--- config.mk ---
export PLATFORM = sky130hd
export DESIGN_NAME = udm_dev_flat
export DESIGN_NICKNAME = d
export VERILOG_FILES = /design/src/design/udm_pkg.sv /design/src/design/udm_if.sv /design/src/design/udm_dev.sv /design/src/flat_wrapper.sv
export SDC_FILE = /design/constraint.sdc
export NUM_CORES = 1
export LEC_CHECK = 0
export ABC_AREA = 1
export CORE_UTILIZATION = 32
export DETAILED_ROUTE_END_ITERATION = 7
export DONT_BUFFER_PORTS = 1
export PLACE_DENSITY_LB_ADDON = 0.15
export SLEW_MARGIN = 10
export SYNTH_ARGS = -nofsm -noshare
export SYNTH_HDL_FRONTEND = slang
export SYNTH_SLANG_ARGS = --single-unit
export TNS_END_PERCENT = 1
--- constraint.sdc ---
create_clock -name pclk -period 3.85 [get_ports pclk]
set_input_delay 0.77 -clock pclk [delete_from_list [all_inputs] [get_ports pclk]]
set_output_delay 0.77 -clock pclk [all_outputs]
set_load 0.005 [all_outputs]
--- src/design/udm_pkg.sv ---
// udm_pkg: constants and types shared by the uart pin logic and its host
package udm_pkg;
  localparam int ADDR_W = 3;
  localparam int FIFO_DEPTH = 16;
  localparam int OVERSAMPLE = 16;
  localparam logic [3:0] OVS_LAST = 4'hf;
  localparam logic [3:0] OVS_MID = 4'h7;
  // register indices on the device's three address pins
  localparam logic [2:0] REG_DATA = 3'h0;
  localparam logic [2:0] REG_IER = 3'h1;
  localparam logic [2:0] REG_FCR = 3'h2;
  localparam logic [2:0] REG_LCR = 3'h3;
  localparam logic [2:0] REG_MCR = 3'h4;
  localparam logic [2:0] REG_LSR = 3'h5;
  localparam logic [2:0] REG_MSR = 3'h6;
  localparam logic [2:0] REG_SCR = 3'h7;
  // field positions
  localparam int MCR_DTR = 0;
  localparam int MCR_RTS = 1;
  localparam int MCR_OUT1 = 2;
  localparam int MCR_OUT2 = 3;
  localparam int MCR_LOOP = 4;
  localparam int MSR_RING_TRAILING_EDGE_FLAG = 2;
  localparam int MSR_RI = 6;
  localparam int FCR_EN = 0;
  localparam int FCR_RXCLR = 1;
  localparam int FCR_TXCLR = 2;
  localparam int FCR_DMA = 3;
  localparam int IER_RDA = 0;
  localparam int IER_THRE = 1;
  localparam int IER_MSI = 3;
  localparam int LSR_DR = 0;
  localparam int LSR_THRE = 5;
  localparam int LSR_TEMT = 6;
  localparam logic [7:0] IIR_NONE = 8'h01;
  localparam logic [7:0] IIR_RDA = 8'h04;
  localparam logic [7:0] IIR_THRE = 8'h02;
  localparam logic [7:0] IIR_MSI = 8'h00;
  // receive trigger levels selected by the top two fifo control bits
  localparam logic [4:0] RX_TRIG_L0 = 5'h01;
  localparam logic [4:0] RX_TRIG_L1 = 5'h04;
  localparam logic [4:0] RX_TRIG_L2 = 5'h08;
  localparam logic [4:0] RX_TRIG_L3 = 5'h0e;
  // character timeout: four 10-bit characters of 16x ticks
  localparam int TIMEOUT_TICKS = 4 * 10 * OVERSAMPLE;
  // host timing at 100 MHz
  localparam int CLK_MHZ = 100;
  localparam int STROBE_NS = 20;
  localparam int STROBE_CYC = (STROBE_NS * CLK_MHZ + 999) / 1000;
  localparam int REF_HALF_NS = 40;
  localparam int REF_HALF_CYC = (REF_HALF_NS * CLK_MHZ) / 1000;
  // host apb register offsets
  localparam logic [11:0] HOST_CMD_OFF = 12'h000;
  localparam logic [11:0] HOST_STAT_OFF = 12'h004;
  localparam logic [11:0] HOST_DMA_OFF = 12'h008;
  localparam logic [11:0] HOST_DSTAT_OFF = 12'h00c;
  localparam logic [11:0] HOST_MR_OFF = 12'h010;
  typedef enum logic [3:0] {
    SER_IDLE = 4'b0001,
    SER_START = 4'b0010,
    SER_DATA = 4'b0100,
    SER_STOP = 4'b1000
  } udm_ser_t;
  typedef enum logic [3:0] {
    HC_IDLE = 4'b0001,
    HC_SETUP = 4'b0010,
    HC_STROBE = 4'b0100,
    HC_RECOV = 4'b1000
  } udm_hc_t;
endpackage

--- src/design/udm_if.sv ---
// udm_if: parallel bus, dma and clock pins between host and uart
`timescale 1ns/1ns
interface udm_if;
  import udm_pkg::*;
  logic chip_select_a;
  logic chip_select_b;
  logic chip_select_n;
  logic [ADDR_W-1:0] addr;
  logic rd_hi;
  logic rd_n;
  logic wr_hi;
  logic wr_n;
  logic [7:0] host_dout;
  logic host_oe;
  logic [7:0] dev_dout;
  logic dev_oe;
  logic [7:0] data_bus;
  logic rx_dma_request_n;
  logic tx_dma_request_n;
  logic intr;
  logic master_reset_pin;
  logic osc_input;
  logic rclk;
  // wire level of the shared data bus; pulled high when nobody drives
  assign data_bus = dev_oe ? dev_dout : (host_oe ? host_dout : 8'hff);
  modport dev (
    input chip_select_a, chip_select_b, chip_select_n, addr, rd_hi, rd_n, wr_hi, wr_n,
    input host_dout, master_reset_pin, osc_input, rclk,
    output dev_dout, dev_oe, rx_dma_request_n, tx_dma_request_n, intr
  );
  modport host (
    output chip_select_a, chip_select_b, chip_select_n, addr, rd_hi, rd_n, wr_hi, wr_n,
    output host_dout, host_oe, master_reset_pin, osc_input, rclk,
    input data_bus, rx_dma_request_n, tx_dma_request_n, intr
  );
endinterface

--- src/design/udm_dev.sv ---
// udm_dev: uart register, fifo, dma request and modem pin logic
`timescale 1ns/1ns
// Operation
// - second user output low when control bit 3
// - master reset drives out2 and rts high
// - loopback holds modem outputs inactive
// - receiver timed from 16x receiver clock
// - read when selected and either strobe active
// - status bit 6 is inverted ring pin
// - status bit 2 latches ring rising edge
// - ring flag raises interrupt when enabled
// - rts low when control bit 1 set
// - master reset puts serial output at mark
// - dma mode bit only in fifo mode
// - rx mode 0 request while data present
// - rx mode 1 on trigger, until empty
// - tx mode 0 request while fifo empty
// - tx mode 1 from empty until full
// - dma controller bursts or single transfers
// - write when selected and either strobe active
// - host drives oscillator input externally
// - selected: both high selects, low select low
module udm_dev
  import udm_pkg::*;
#(
  parameter int DEPTH = FIFO_DEPTH,
  parameter int TOUT_TICKS = TIMEOUT_TICKS
) (
  input wire logic pclk,
  input wire logic presetn,
  udm_if.dev bus,
  input wire logic serial_in,
  output logic serial_out,
  input wire logic ri_n,
  output logic out1_n,
  output logic out2_n,
  output logic rts_n,
  output logic dtr_n
);
  localparam int PW = $clog2(DEPTH);
  localparam int CW = PW + 1;
  localparam int TW = $clog2(TOUT_TICKS + 1);
  localparam logic [CW-1:0] FULL = CW'(DEPTH);
  localparam logic [TW-1:0] TOUT = TW'(TOUT_TICKS);

  typedef struct packed {
    logic [7:0] ier;
    logic [7:0] lcr;
    logic [7:0] modem_control_reg;
    logic [7:0] scr;
    logic fifo_en;
    logic dma_mode;
    logic [1:0] trig;
    logic ring_trailing_edge_flag;
    logic ri_q;
    logic rd_q;
    logic wr_q;
    logic [7:0] dout;
    logic osc_q;
    logic rclk_q;
    logic [DEPTH-1:0][7:0] rx_mem;
    logic [PW-1:0] rx_wp;
    logic [PW-1:0] rx_rp;
    logic [CW-1:0] rx_cnt;
    logic [DEPTH-1:0][7:0] tx_mem;
    logic [PW-1:0] tx_wp;
    logic [PW-1:0] tx_rp;
    logic [CW-1:0] tx_cnt;
    udm_ser_t rx_st;
    logic [3:0] rx_sub;
    logic [2:0] rx_bit;
    logic [7:0] rx_sh;
    logic [TW-1:0] rx_tout;
    udm_ser_t tx_st;
    logic [3:0] tx_sub;
    logic [2:0] tx_bit;
    logic [7:0] tx_sh;
    logic tx_line;
    logic rx_req;
    logic tx_req;
  } udm_dev_st_t;

  localparam udm_dev_st_t DEV_RST = '{rx_st: SER_IDLE, tx_st: SER_IDLE, tx_line: 1'b1,
                                      ri_q: 1'b1, default: '0};

  udm_dev_st_t q;
  udm_dev_st_t d;
  logic sel, rd_act, wr_act, rd_go, wr_go, loop, ri_lvl_n, ri_rise, msr_rd;
  logic rx_tick, tx_tick, rx_in, rx_push, rx_pop, tx_push, tx_pop, rx_clr, tx_clr;
  logic tout_hit, irq;
  logic [CW-1:0] cap;
  logic [CW-1:0] trig_lvl;
  logic [7:0] rd_val, msr_val, lsr_val, iir_val;

  // interrupt from live flags; ring flag feeds the modem status source
  assign irq = (q.ier[IER_RDA] & (q.rx_cnt != '0)) | (q.ier[IER_THRE] & (q.tx_cnt == '0)) |
               (q.ier[IER_MSI] & q.ring_trailing_edge_flag);

  // next-state logic for the whole device
  always_comb begin
    d = q;
    sel = bus.chip_select_a & bus.chip_select_b & ~bus.chip_select_n;
    rd_act = sel & (bus.rd_hi | ~bus.rd_n);
    wr_act = sel & (bus.wr_hi | ~bus.wr_n);
    // side effects once per strobe, so a long strobe pops only one byte
    rd_go = rd_act & ~q.rd_q;
    wr_go = wr_act & ~q.wr_q;
    d.rd_q = rd_act;
    d.wr_q = wr_act;
    loop = q.modem_control_reg[MCR_LOOP];
    // in loopback the ring input follows the first user bit internally
    ri_lvl_n = loop ? ~q.modem_control_reg[MCR_OUT1] : ri_n;
    ri_rise = ri_lvl_n & ~q.ri_q;
    d.ri_q = ri_lvl_n;
    rx_tick = bus.rclk & ~q.rclk_q;
    d.rclk_q = bus.rclk;
    tx_tick = bus.osc_input & ~q.osc_q;
    d.osc_q = bus.osc_input;
    rx_in = loop ? q.tx_line : serial_in;
    cap = q.fifo_en ? FULL : CW'(1);
    tout_hit = (q.rx_tout == TOUT);
    trig_lvl = CW'(RX_TRIG_L0);
    case (q.trig)
      2'b01: trig_lvl = CW'(RX_TRIG_L1);
      2'b10: trig_lvl = CW'(RX_TRIG_L2);
      2'b11: trig_lvl = CW'(RX_TRIG_L3);
      default: trig_lvl = CW'(RX_TRIG_L0);
    endcase
    msr_val = 8'h00;
    msr_val[MSR_RI] = ~ri_lvl_n;
    msr_val[MSR_RING_TRAILING_EDGE_FLAG] = q.ring_trailing_edge_flag;
    lsr_val = 8'h00;
    lsr_val[LSR_DR] = (q.rx_cnt != '0);
    lsr_val[LSR_THRE] = (q.tx_cnt == '0);
    lsr_val[LSR_TEMT] = (q.tx_cnt == '0) && (q.tx_st == SER_IDLE);
    if (irq && q.ier[IER_RDA] && q.rx_cnt != '0) begin
      iir_val = IIR_RDA;
    end else if (irq && q.ier[IER_THRE] && q.tx_cnt == '0) begin
      iir_val = IIR_THRE;
    end else if (irq) begin
      iir_val = IIR_MSI;
    end else begin
      iir_val = IIR_NONE;
    end
    iir_val[7:6] = {2{q.fifo_en}};
    // read decode
    if (bus.addr == REG_DATA) begin
      rd_val = q.rx_mem[q.rx_rp];
    end else if (bus.addr == REG_IER) begin
      rd_val = q.ier;
    end else if (bus.addr == REG_FCR) begin
      rd_val = iir_val;
    end else if (bus.addr == REG_LCR) begin
      rd_val = q.lcr;
    end else if (bus.addr == REG_MCR) begin
      rd_val = q.modem_control_reg;
    end else if (bus.addr == REG_LSR) begin
      rd_val = lsr_val;
    end else if (bus.addr == REG_MSR) begin
      rd_val = msr_val;
    end else begin
      rd_val = q.scr;
    end
    if (rd_go) begin
      d.dout = rd_val;
    end
    rx_pop = rd_go && bus.addr == REG_DATA && q.rx_cnt != '0;
    msr_rd = rd_go && bus.addr == REG_MSR;
    // a rising edge in the reading cycle survives the clear
    d.ring_trailing_edge_flag = (q.ring_trailing_edge_flag & ~msr_rd) | ri_rise;
    // write decode; a byte written to a full transmit fifo is lost
    tx_push = wr_go && bus.addr == REG_DATA && q.tx_cnt < cap;
    rx_clr = 1'b0;
    tx_clr = 1'b0;
    if (wr_go) begin
      if (bus.addr == REG_IER) begin
        d.ier = bus.host_dout;
      end else if (bus.addr == REG_FCR) begin
        d.fifo_en = bus.host_dout[FCR_EN];
        d.dma_mode = bus.host_dout[FCR_DMA];
        d.trig = bus.host_dout[7:6];
        rx_clr = bus.host_dout[FCR_RXCLR] | (bus.host_dout[FCR_EN] != q.fifo_en);
        tx_clr = bus.host_dout[FCR_TXCLR] | (bus.host_dout[FCR_EN] != q.fifo_en);
      end else if (bus.addr == REG_LCR) begin
        d.lcr = bus.host_dout;
      end else if (bus.addr == REG_MCR) begin
        d.modem_control_reg = {3'b000, bus.host_dout[4:0]};
      end else if (bus.addr == REG_SCR) begin
        d.scr = bus.host_dout;
      end
    end
    // receiver: 8 data bits, one stop, sampled mid-bit on 16x ticks
    rx_push = 1'b0;
    if (rx_tick) begin
      case (q.rx_st)
        SER_IDLE: begin
          if (!rx_in) begin
            d.rx_st = SER_START;
            d.rx_sub = '0;
          end
        end
        SER_START: begin
          d.rx_sub = q.rx_sub + 4'h1;
          if (q.rx_sub == OVS_MID) begin
            d.rx_sub = '0;
            d.rx_bit = '0;
            d.rx_st = rx_in ? SER_IDLE : SER_DATA;
          end
        end
        SER_DATA: begin
          d.rx_sub = q.rx_sub + 4'h1;
          if (q.rx_sub == OVS_LAST) begin
            d.rx_sh = {rx_in, q.rx_sh[7:1]};
            d.rx_bit = q.rx_bit + 3'h1;
            if (q.rx_bit == 3'h7) begin
              d.rx_st = SER_STOP;
            end
          end
        end
        SER_STOP: begin
          d.rx_sub = q.rx_sub + 4'h1;
          if (q.rx_sub == OVS_LAST) begin
            d.rx_st = SER_IDLE;
            rx_push = rx_in && q.rx_cnt < cap; // bad stop bit or overrun drops it
          end
        end
        default: d.rx_st = SER_IDLE;
      endcase
    end
    // transmitter on reference ticks; baud divisor is fixed at one
    tx_pop = 1'b0;
    if (tx_tick) begin
      case (q.tx_st)
        SER_IDLE: begin
          if (q.tx_cnt != '0) begin
            tx_pop = 1'b1;
            d.tx_sh = q.tx_mem[q.tx_rp];
            d.tx_line = 1'b0;
            d.tx_sub = '0;
            d.tx_st = SER_START;
          end
        end
        SER_START: begin
          d.tx_sub = q.tx_sub + 4'h1;
          if (q.tx_sub == OVS_LAST) begin
            d.tx_line = q.tx_sh[0];
            d.tx_bit = '0;
            d.tx_st = SER_DATA;
          end
        end
        SER_DATA: begin
          d.tx_sub = q.tx_sub + 4'h1;
          if (q.tx_sub == OVS_LAST) begin
            d.tx_sh = q.tx_sh >> 1;
            d.tx_line = (q.tx_bit == 3'h7) ? 1'b1 : q.tx_sh[1];
            d.tx_bit = q.tx_bit + 3'h1;
            d.tx_st = (q.tx_bit == 3'h7) ? SER_STOP : SER_DATA;
          end
        end
        SER_STOP: begin
          d.tx_sub = q.tx_sub + 4'h1;
          if (q.tx_sub == OVS_LAST) begin
            d.tx_st = SER_IDLE;
          end
        end
        default: d.tx_st = SER_IDLE;
      endcase
    end
    // fifo pointers; depth must be a power of two for the wrap
    if (rx_push) begin
      d.rx_mem[q.rx_wp] = q.rx_sh;
    end
    d.rx_wp = q.rx_wp + PW'(rx_push);
    d.rx_rp = q.rx_rp + PW'(rx_pop);
    d.rx_cnt = q.rx_cnt + CW'(rx_push) - CW'(rx_pop);
    if (tx_push) begin
      d.tx_mem[q.tx_wp] = bus.host_dout;
    end
    d.tx_wp = q.tx_wp + PW'(tx_push);
    d.tx_rp = q.tx_rp + PW'(tx_pop);
    d.tx_cnt = q.tx_cnt + CW'(tx_push) - CW'(tx_pop);
    if (rx_clr) begin
      d.rx_wp = '0;
      d.rx_rp = '0;
      d.rx_cnt = '0;
    end
    if (tx_clr) begin
      d.tx_wp = '0;
      d.tx_rp = '0;
      d.tx_cnt = '0;
    end
    // character timeout restarts on any receive fifo push or pop
    if (rx_push || rx_pop || d.rx_cnt == '0) begin
      d.rx_tout = '0;
    end else if (rx_tick && !tout_hit) begin
      d.rx_tout = q.rx_tout + TW'(1);
    end
    // dma requests; multi-transfer only exists with the fifos on
    if (!(d.fifo_en && d.dma_mode)) begin
      d.rx_req = (d.rx_cnt != '0);
      d.tx_req = (d.tx_cnt == '0);
    end else begin
      if (d.rx_cnt == '0) begin
        d.rx_req = 1'b0;
      end else if (d.rx_cnt >= trig_lvl || tout_hit) begin
        d.rx_req = 1'b1;
      end
      if (d.tx_cnt == '0) begin
        d.tx_req = 1'b1;
      end else if (d.tx_cnt == FULL) begin
        d.tx_req = 1'b0;
      end
    end
    if (bus.master_reset_pin) begin
      d = DEV_RST;
    end
  end

  // single state register
  always_ff @(posedge pclk or negedge presetn) begin
    if (!presetn) begin
      q <= DEV_RST;
    end else begin
      q <= d;
    end
  end

  // pin drives; loopback parks every modem output at its idle level
  assign bus.dev_dout = q.dout;
  assign bus.dev_oe = q.rd_q;
  assign bus.rx_dma_request_n = ~q.rx_req;
  assign bus.tx_dma_request_n = ~q.tx_req;
  assign bus.intr = irq;
  assign serial_out = loop ? 1'b1 : q.tx_line;
  assign out1_n = ~(q.modem_control_reg[MCR_OUT1] & ~loop);
  assign out2_n = ~(q.modem_control_reg[MCR_OUT2] & ~loop);
  assign rts_n = ~(q.modem_control_reg[MCR_RTS] & ~loop);
  assign dtr_n = ~(q.modem_control_reg[MCR_DTR] & ~loop);
endmodule // udm_dev

--- src/flat_wrapper.sv ---
// flat-port wrapper written by rule: the top's interface ports become plain ports
module udm_dev_flat import udm_pkg::*;
#(
  parameter int DEPTH = FIFO_DEPTH,
  parameter int TOUT_TICKS = TIMEOUT_TICKS
)
  (pclk, presetn, serial_in, serial_out, ri_n, out1_n, out2_n, rts_n, dtr_n, bus_chip_select_a, bus_chip_select_b, bus_chip_select_n, bus_addr, bus_rd_hi, bus_rd_n, bus_wr_hi, bus_wr_n, bus_host_dout, bus_master_reset_pin, bus_osc_input, bus_rclk, bus_dev_dout, bus_dev_oe, bus_rx_dma_request_n, bus_tx_dma_request_n, bus_intr);
  udm_if bus_i ();
  input wire logic pclk;
  input wire logic presetn;
  input wire logic serial_in;
  output logic serial_out;
  input wire logic ri_n;
  output logic out1_n;
  output logic out2_n;
  output logic rts_n;
  output logic dtr_n;
  input wire logic [$bits(bus_i.chip_select_a)-1:0] bus_chip_select_a;
  input wire logic [$bits(bus_i.chip_select_b)-1:0] bus_chip_select_b;
  input wire logic [$bits(bus_i.chip_select_n)-1:0] bus_chip_select_n;
  input wire logic [$bits(bus_i.addr)-1:0] bus_addr;
  input wire logic [$bits(bus_i.rd_hi)-1:0] bus_rd_hi;
  input wire logic [$bits(bus_i.rd_n)-1:0] bus_rd_n;
  input wire logic [$bits(bus_i.wr_hi)-1:0] bus_wr_hi;
  input wire logic [$bits(bus_i.wr_n)-1:0] bus_wr_n;
  input wire logic [$bits(bus_i.host_dout)-1:0] bus_host_dout;
  input wire logic [$bits(bus_i.master_reset_pin)-1:0] bus_master_reset_pin;
  input wire logic [$bits(bus_i.osc_input)-1:0] bus_osc_input;
  input wire logic [$bits(bus_i.rclk)-1:0] bus_rclk;
  output wire logic [$bits(bus_i.dev_dout)-1:0] bus_dev_dout;
  output wire logic [$bits(bus_i.dev_oe)-1:0] bus_dev_oe;
  output wire logic [$bits(bus_i.rx_dma_request_n)-1:0] bus_rx_dma_request_n;
  output wire logic [$bits(bus_i.tx_dma_request_n)-1:0] bus_tx_dma_request_n;
  output wire logic [$bits(bus_i.intr)-1:0] bus_intr;
  assign bus_i.chip_select_a = bus_chip_select_a;
  assign bus_i.chip_select_b = bus_chip_select_b;
  assign bus_i.chip_select_n = bus_chip_select_n;
  assign bus_i.addr = bus_addr;
  assign bus_i.rd_hi = bus_rd_hi;
  assign bus_i.rd_n = bus_rd_n;
  assign bus_i.wr_hi = bus_wr_hi;
  assign bus_i.wr_n = bus_wr_n;
  assign bus_i.host_dout = bus_host_dout;
  assign bus_i.master_reset_pin = bus_master_reset_pin;
  assign bus_i.osc_input = bus_osc_input;
  assign bus_i.rclk = bus_rclk;
  assign bus_dev_dout = bus_i.dev_dout;
  assign bus_dev_oe = bus_i.dev_oe;
  assign bus_rx_dma_request_n = bus_i.rx_dma_request_n;
  assign bus_tx_dma_request_n = bus_i.tx_dma_request_n;
  assign bus_intr = bus_i.intr;
  udm_dev #(.DEPTH(DEPTH), .TOUT_TICKS(TOUT_TICKS)) u_core (.pclk(pclk), .presetn(presetn), .bus(bus_i), .serial_in(serial_in), .serial_out(serial_out), .ri_n(ri_n), .out1_n(out1_n), .out2_n(out2_n), .rts_n(rts_n), .dtr_n(dtr_n));
endmodule
* Yosys cells after proc, flatten, opt, wreduce, memory -nomap -nowiden *
Index checks and enable logic that the tools add are counted.

word-level totals
  register bits after elaboration = 383
  output and inout bits = 17

operators by class
  $add $sub $neg = 13
  magnitude comparators = 9
  eq/ne operators = 41
  mux-type cells = 88
  bitwise logic cells = 42
  reduce and logical (&&, ||, !) cells = 62

operators with widths
  kind                number
  $mux 383            1
  $bwmux 128          2
  $mux 128            2
  $mux 8              20
  $bmux 8 s4          2
  $demux 8 s4         2
  $mux 36             1
  $mux 4              8
  $pmux 4 s4          2
  $mux 28             1
  $mux 13             2
  $reduce_bool 2->1   13
  $mux 24             1
  $pmux 4 s3          2
  $mux 1              22
  $mux 11             2
  $ne 3x2->1 const B  7
  $lt 4x5->1 const B  4
  $mux 10             2
  $mux 20             1
  $mux 19             1
  $eq 3x3->1 const B  6
  $not 1->1           18
  $and 1x1->1         17
  51 further kinds    116

* Logic depth before layout (Yosys ltp) *
  word-level depth = 15
  mapped depth = 21
  depth with buffers taken out = 20

* Worst setup path before layout *
Ideal clock, no wire load.

  path type = in2reg
  start point = input port bus_addr[2]
  end point = register u_core.q[1] (netlist bit)
  library setup time = 0.119 ns
  arrival time = 3.401 ns
  required time = 3.731 ns
  slack = 0.330 ns
  stages = 18
  path buffers = 1
  cell sequence = buf_4 -> inv_1 -> nand2_1 -> inv_1 -> nand3_1 -> inv_1 -> ha_1 -> inv_1 -> ha_1 -> fa_1 -> inv_1 -> nor2_1 -> ha_1 -> a21boi_0 -> o21a_1 -> o21ai_0 -> nand3_1 -> o21a_1

on the way
  longest elaborated chain between the ends = 9
  elaborated cells on any way between the ends = 22

ends and longest elaborated chain
  what                                                                 line                source
  start, declared                                                      flat_wrapper.sv:21  input wire logic [$bits(bus_i.addr)-1:0] bus_addr;
  parallel branches: the longest is 9 deep, another holds $sub 5x1->5  n/a
  end signal, assigned                                                 udm_dev.sv:322      q <= DEV_RST;
  end signal, assigned                                                 udm_dev.sv:324      q <= d;
  end, declared                                                        udm_dev.sv:86       udm_dev_st_t q;

Several ways; the timed one is not identified. The select of a mux whose other input is x is not followed.
A chain may end at the register's enable or synchronous reset.

* Final worst setup path *
  start point = register u_core.q[195] (netlist bit)
  end point = register u_core.q[1] (netlist bit)

on the way
  longest elaborated chain between the ends = 12
  elaborated cells on any way between the ends = 18

ends and longest elaborated chain
  what                                                                line            source
  $lt 5x5->1                                                          udm_dev.sv:224  rx_push = rx_in && q.rx_cnt < cap;
  $logic_and 1x1->1                                                   udm_dev.sv:224
  $mux 1                                                              udm_dev.sv:222  if (q.rx_sub == OVS_LAST) begin
  $mux 1                                                              udm_dev.sv:195  case (q.rx_st)
  $mux 1                                                              udm_dev.sv:194  if (rx_tick) begin
  $add 5x1->5                                                         udm_dev.sv:275  d.rx_cnt = q.rx_cnt + CW'(rx_push) - CW'(rx_pop);
  $sub 5x1->5 *                                                       udm_dev.sv:275
  $mux 13 *                                                           udm_dev.sv:282  if (rx_clr) begin
  parallel branches: the longest is 4 deep, another holds $ge 5x4->1  n/a

Every way passes the cells marked *.

==> summary.md <==
| Metric | Value |
|---|---|
| Run status | `complete, but fails checks` |
| Failing checks | `hold timing, slew limit` |
| DR WL/cell | `18.7 µm` |
| Placed inst area | `0.0196 mm²` |
| CP bufs+invs | `4` |
| Synth async-reset ratio | `1.00` |
| Die H | `246 µm` |
| Area contributors post-synth | `dfrtp_1 (49%), nand3_1 (7.8%), o21ai_0 (7.6%)` |
| Pleak | `0.00935 µW` |
| CTS Root Cell | `clkbuf_16` |
| Maximum buffer depth of the clock tree | `3` |
| Synth unique cells | `47` |
| Final instance area | `0.0210 mm²` |
| Post-route ant nets | `0` |
| PwrDens | `458 mW/mm²` |
| CP max FO | `4` |
| Area grow syn2layout | `10.4%` |
| Sw Ratio | `0.275` |
| Worst hold slack | `-80.0 ps` |
| Crit start category | `register` |
| Number of non-filler instances in the completed layout | `3042` |
| First-pass GRT wire length | `89600 µm` |
| Worst path required time | `4300 ps` |
| Port Buffer Count | `0` |
| Crit-path cells | `inv_1 > ha_1 > nand3_1 > nand3_1 > inv_1 > ha_1 > inv_1 > ha_1 > fa_1 > inv_1 > nor2_1 > ha_1 > a21boi_0 > o21a_1 > o21ai_0 > nand3_1 > o21a_1` |
| CTS sink count | `380` |
| Cells after Synth | `2298` |
| Final wirelength | `56700 µm` |
| Initial drt markers | `1093` |
| Worst setup EP type | `register` |
| Rel. slew slack | `-0.0755` |
| CP delay by family, top | `adder cells` |
| Core area | `0.0589 mm²` |
| Clock power frac | `0.434` |
| Number of remaining DRC errors | `0` |
| Synth cell count leaders | `dfrtp_1 (376), nand3_1 (295), nand2_1 (293)` |
| Worst setup path category | `reg -> reg` |
| Fmax | `290 MHz` |
| Initial antenna violation count | `0` |
| EDFF count, synth | `0` |
| Most frequent cell after synthesis | `dfrtp_1` |
| Routability cong. | `0.856` |
| Cell Rows | `89` |
| Hold Vio Cnt, Final | `34` |
| Setup Skew | `14.9 ps` |
| Max VDD drop | `0.274 mV` |
| Synth top area share | `0.494` |
| Largest net degree at the start of global routing | `381` |
| N_diodes | `0` |
| Total GRT Usage | `0.188` |
| RSZ-0062 raised after global routing | `false` |
| Hold Crit Class | `in -> async` |
| Worst-margin pin slew | `1610 ps` |
| Fin crit share | `0.895` |
| Post-layout minimum cycle time | `3440 ps` |
| Layout Nets | `2300` |
| Die area | `0.0605 mm²` |
| Final-report setup violation count | `0` |
| CP max stage cell | `fa_1` |
| Syn Nets | `2363` |
| Post-DP HPWL | `36100 µm` |
| Yosys warning count | `0` |
| Ys flop type | `dfrtp_1` |
| Max Cap Violations | `0` |
| Sequential fraction of the synthesis area | `0.500` |
| Slew Limit Fails | `87` |
| Slowest Stage Delay on Critical Path | `510 ps` |
| Int Power | `6980 µW` |
| Initial Util | `0.323` |
| Total grt overflow | `0` |
| Routed vias | `15900` |
| Flop pwr share | `0.440` |
| Cell taking the most area after synthesis | `dfrtp_1` |
| Drt via density | `5.21` |
| Die X | `246 µm` |
| Switching power | `2650 µW` |
| Share of post-route cells with drive strength above 1 | `0.0639` |
| #FFs+latches synth | `380` |
| Comb power frac | `0.125` |
| Clock slew at reported path FFs | `60 ps` |
| Vias in the first global route | `15200` |
| First-pass iteration count of the detailed router | `5` |
| TritonCTS clock tree | `built` |
| CTS H-tree lvls | `2` |
| I/O Pins | `42` |
| Mapped Area | `0.0190 mm²` |
| Placed cells | `2963` |
| CP arrival | `3900 ps` |
| Worst-Skew Late Latency | `570 ps` |
| TritonCTS buffer count | `43` |
| Syn Area/Cell | `8.28 µm²` |
registers in the layout (all words and copies together) (netlist names):
register	cells
u_core.q	368
u_core.bus.dev_dout	8
u_core.loop	1
u_core.bus.dev_oe	1
u_core.iir_val	1
u_core.msr_val	1
stage by stage:
step	setup TNS (ps)	util	worst slack, ps	hold WS [ps]	total power (µW)
after floorplan	0	-	330	446	5140
after global placement	0	0.333	87.1	462	5500
after detailed placement	-108	0.333	-35.3	470	5510
after CTS	0	0.357	313	-114	9740
after global routing	0	0.357	195	-112	10100
final	0	0.357	406	-80.0	9620
metal layers:
metal	vias to the layer above	wire length, µm	share of wire	track usage
met5	-	0	0	0
met4	0	1140	0.020	0.0486
met3	78	2140	0.038	0.0218
met2	334	26300	0.46	0.296
met1	7789	27200	0.48	0.273
li1	7656	-	-	-
kinds of logic (layout without fill, tap and decap cells):
family,Yosys count,after routing,share of synthesized area
simple gates,807,807,0.190
flops,380,380,0.500
mux,5,5,0.00289
compound gates,638,638,0.184
buf+inv,406,377,0.0861
fa+ha+maj,40,40,0.0271
xor+xnor,22,22,0.0101
cell usage in the layout, fill, tap and decap left out, types with 15 or more instances in the layout:
cell type,count
ha_1,38
o22ai_1,120
nand4_1,22
a21oi_1,150
nor2_1,149
buf_4,22
nand2_1,293
o21ai_0,289
clkbuf_16,45
o211ai_1,15
inv_1,268
dfrtp_1,374
nand2_2,18
nand3_1,295
o21ai_1,38
power by group through the flow:
stage,Combinational [µW],Clock (µW),Sequential [µW]
after floorplan,886,0,4250
after global placement,1190,0,4300
after detailed placement,1200,0,4310
after CTS,1210,4290,4230
after global routing,1360,4440,4250
final,1210,4180,4240
layout make-up:
cell class	count	area, µm²
fill	6108	37900
multi-input combinational	1512	7890
clock inverter	11	108
tap	773	967
timing repair buffer	23	185
clock buffer	68	1320
sequential	380	9520
inverter	275	1040
final timing paths:
check                           cells past startpoint  slack (ps)                  from             to
worst max-delay path                               17         410         u_core.q[195]    u_core.q[1]
worst min-delay path                                0         -80               presetn  u_core.q[235]
worst max register to register                     17         410         u_core.q[195]    u_core.q[1]
worst min register to register                      2         480          u_core.q[13]   u_core.q[13]
max in group asynchronous                           0        2650               presetn  u_core.q[150]
min in group pclk                                   1         280  bus_master_reset_pin  u_core.q[334]
repair_timing:
action                                  in CTS  in global routing
endpoints found under the setup margin       0                  7
endpoints found under the hold margin      376                265
buffers inserted                             0                  0
gates resized for setup                      0                  2
Power figures use the tool's default switching activity.
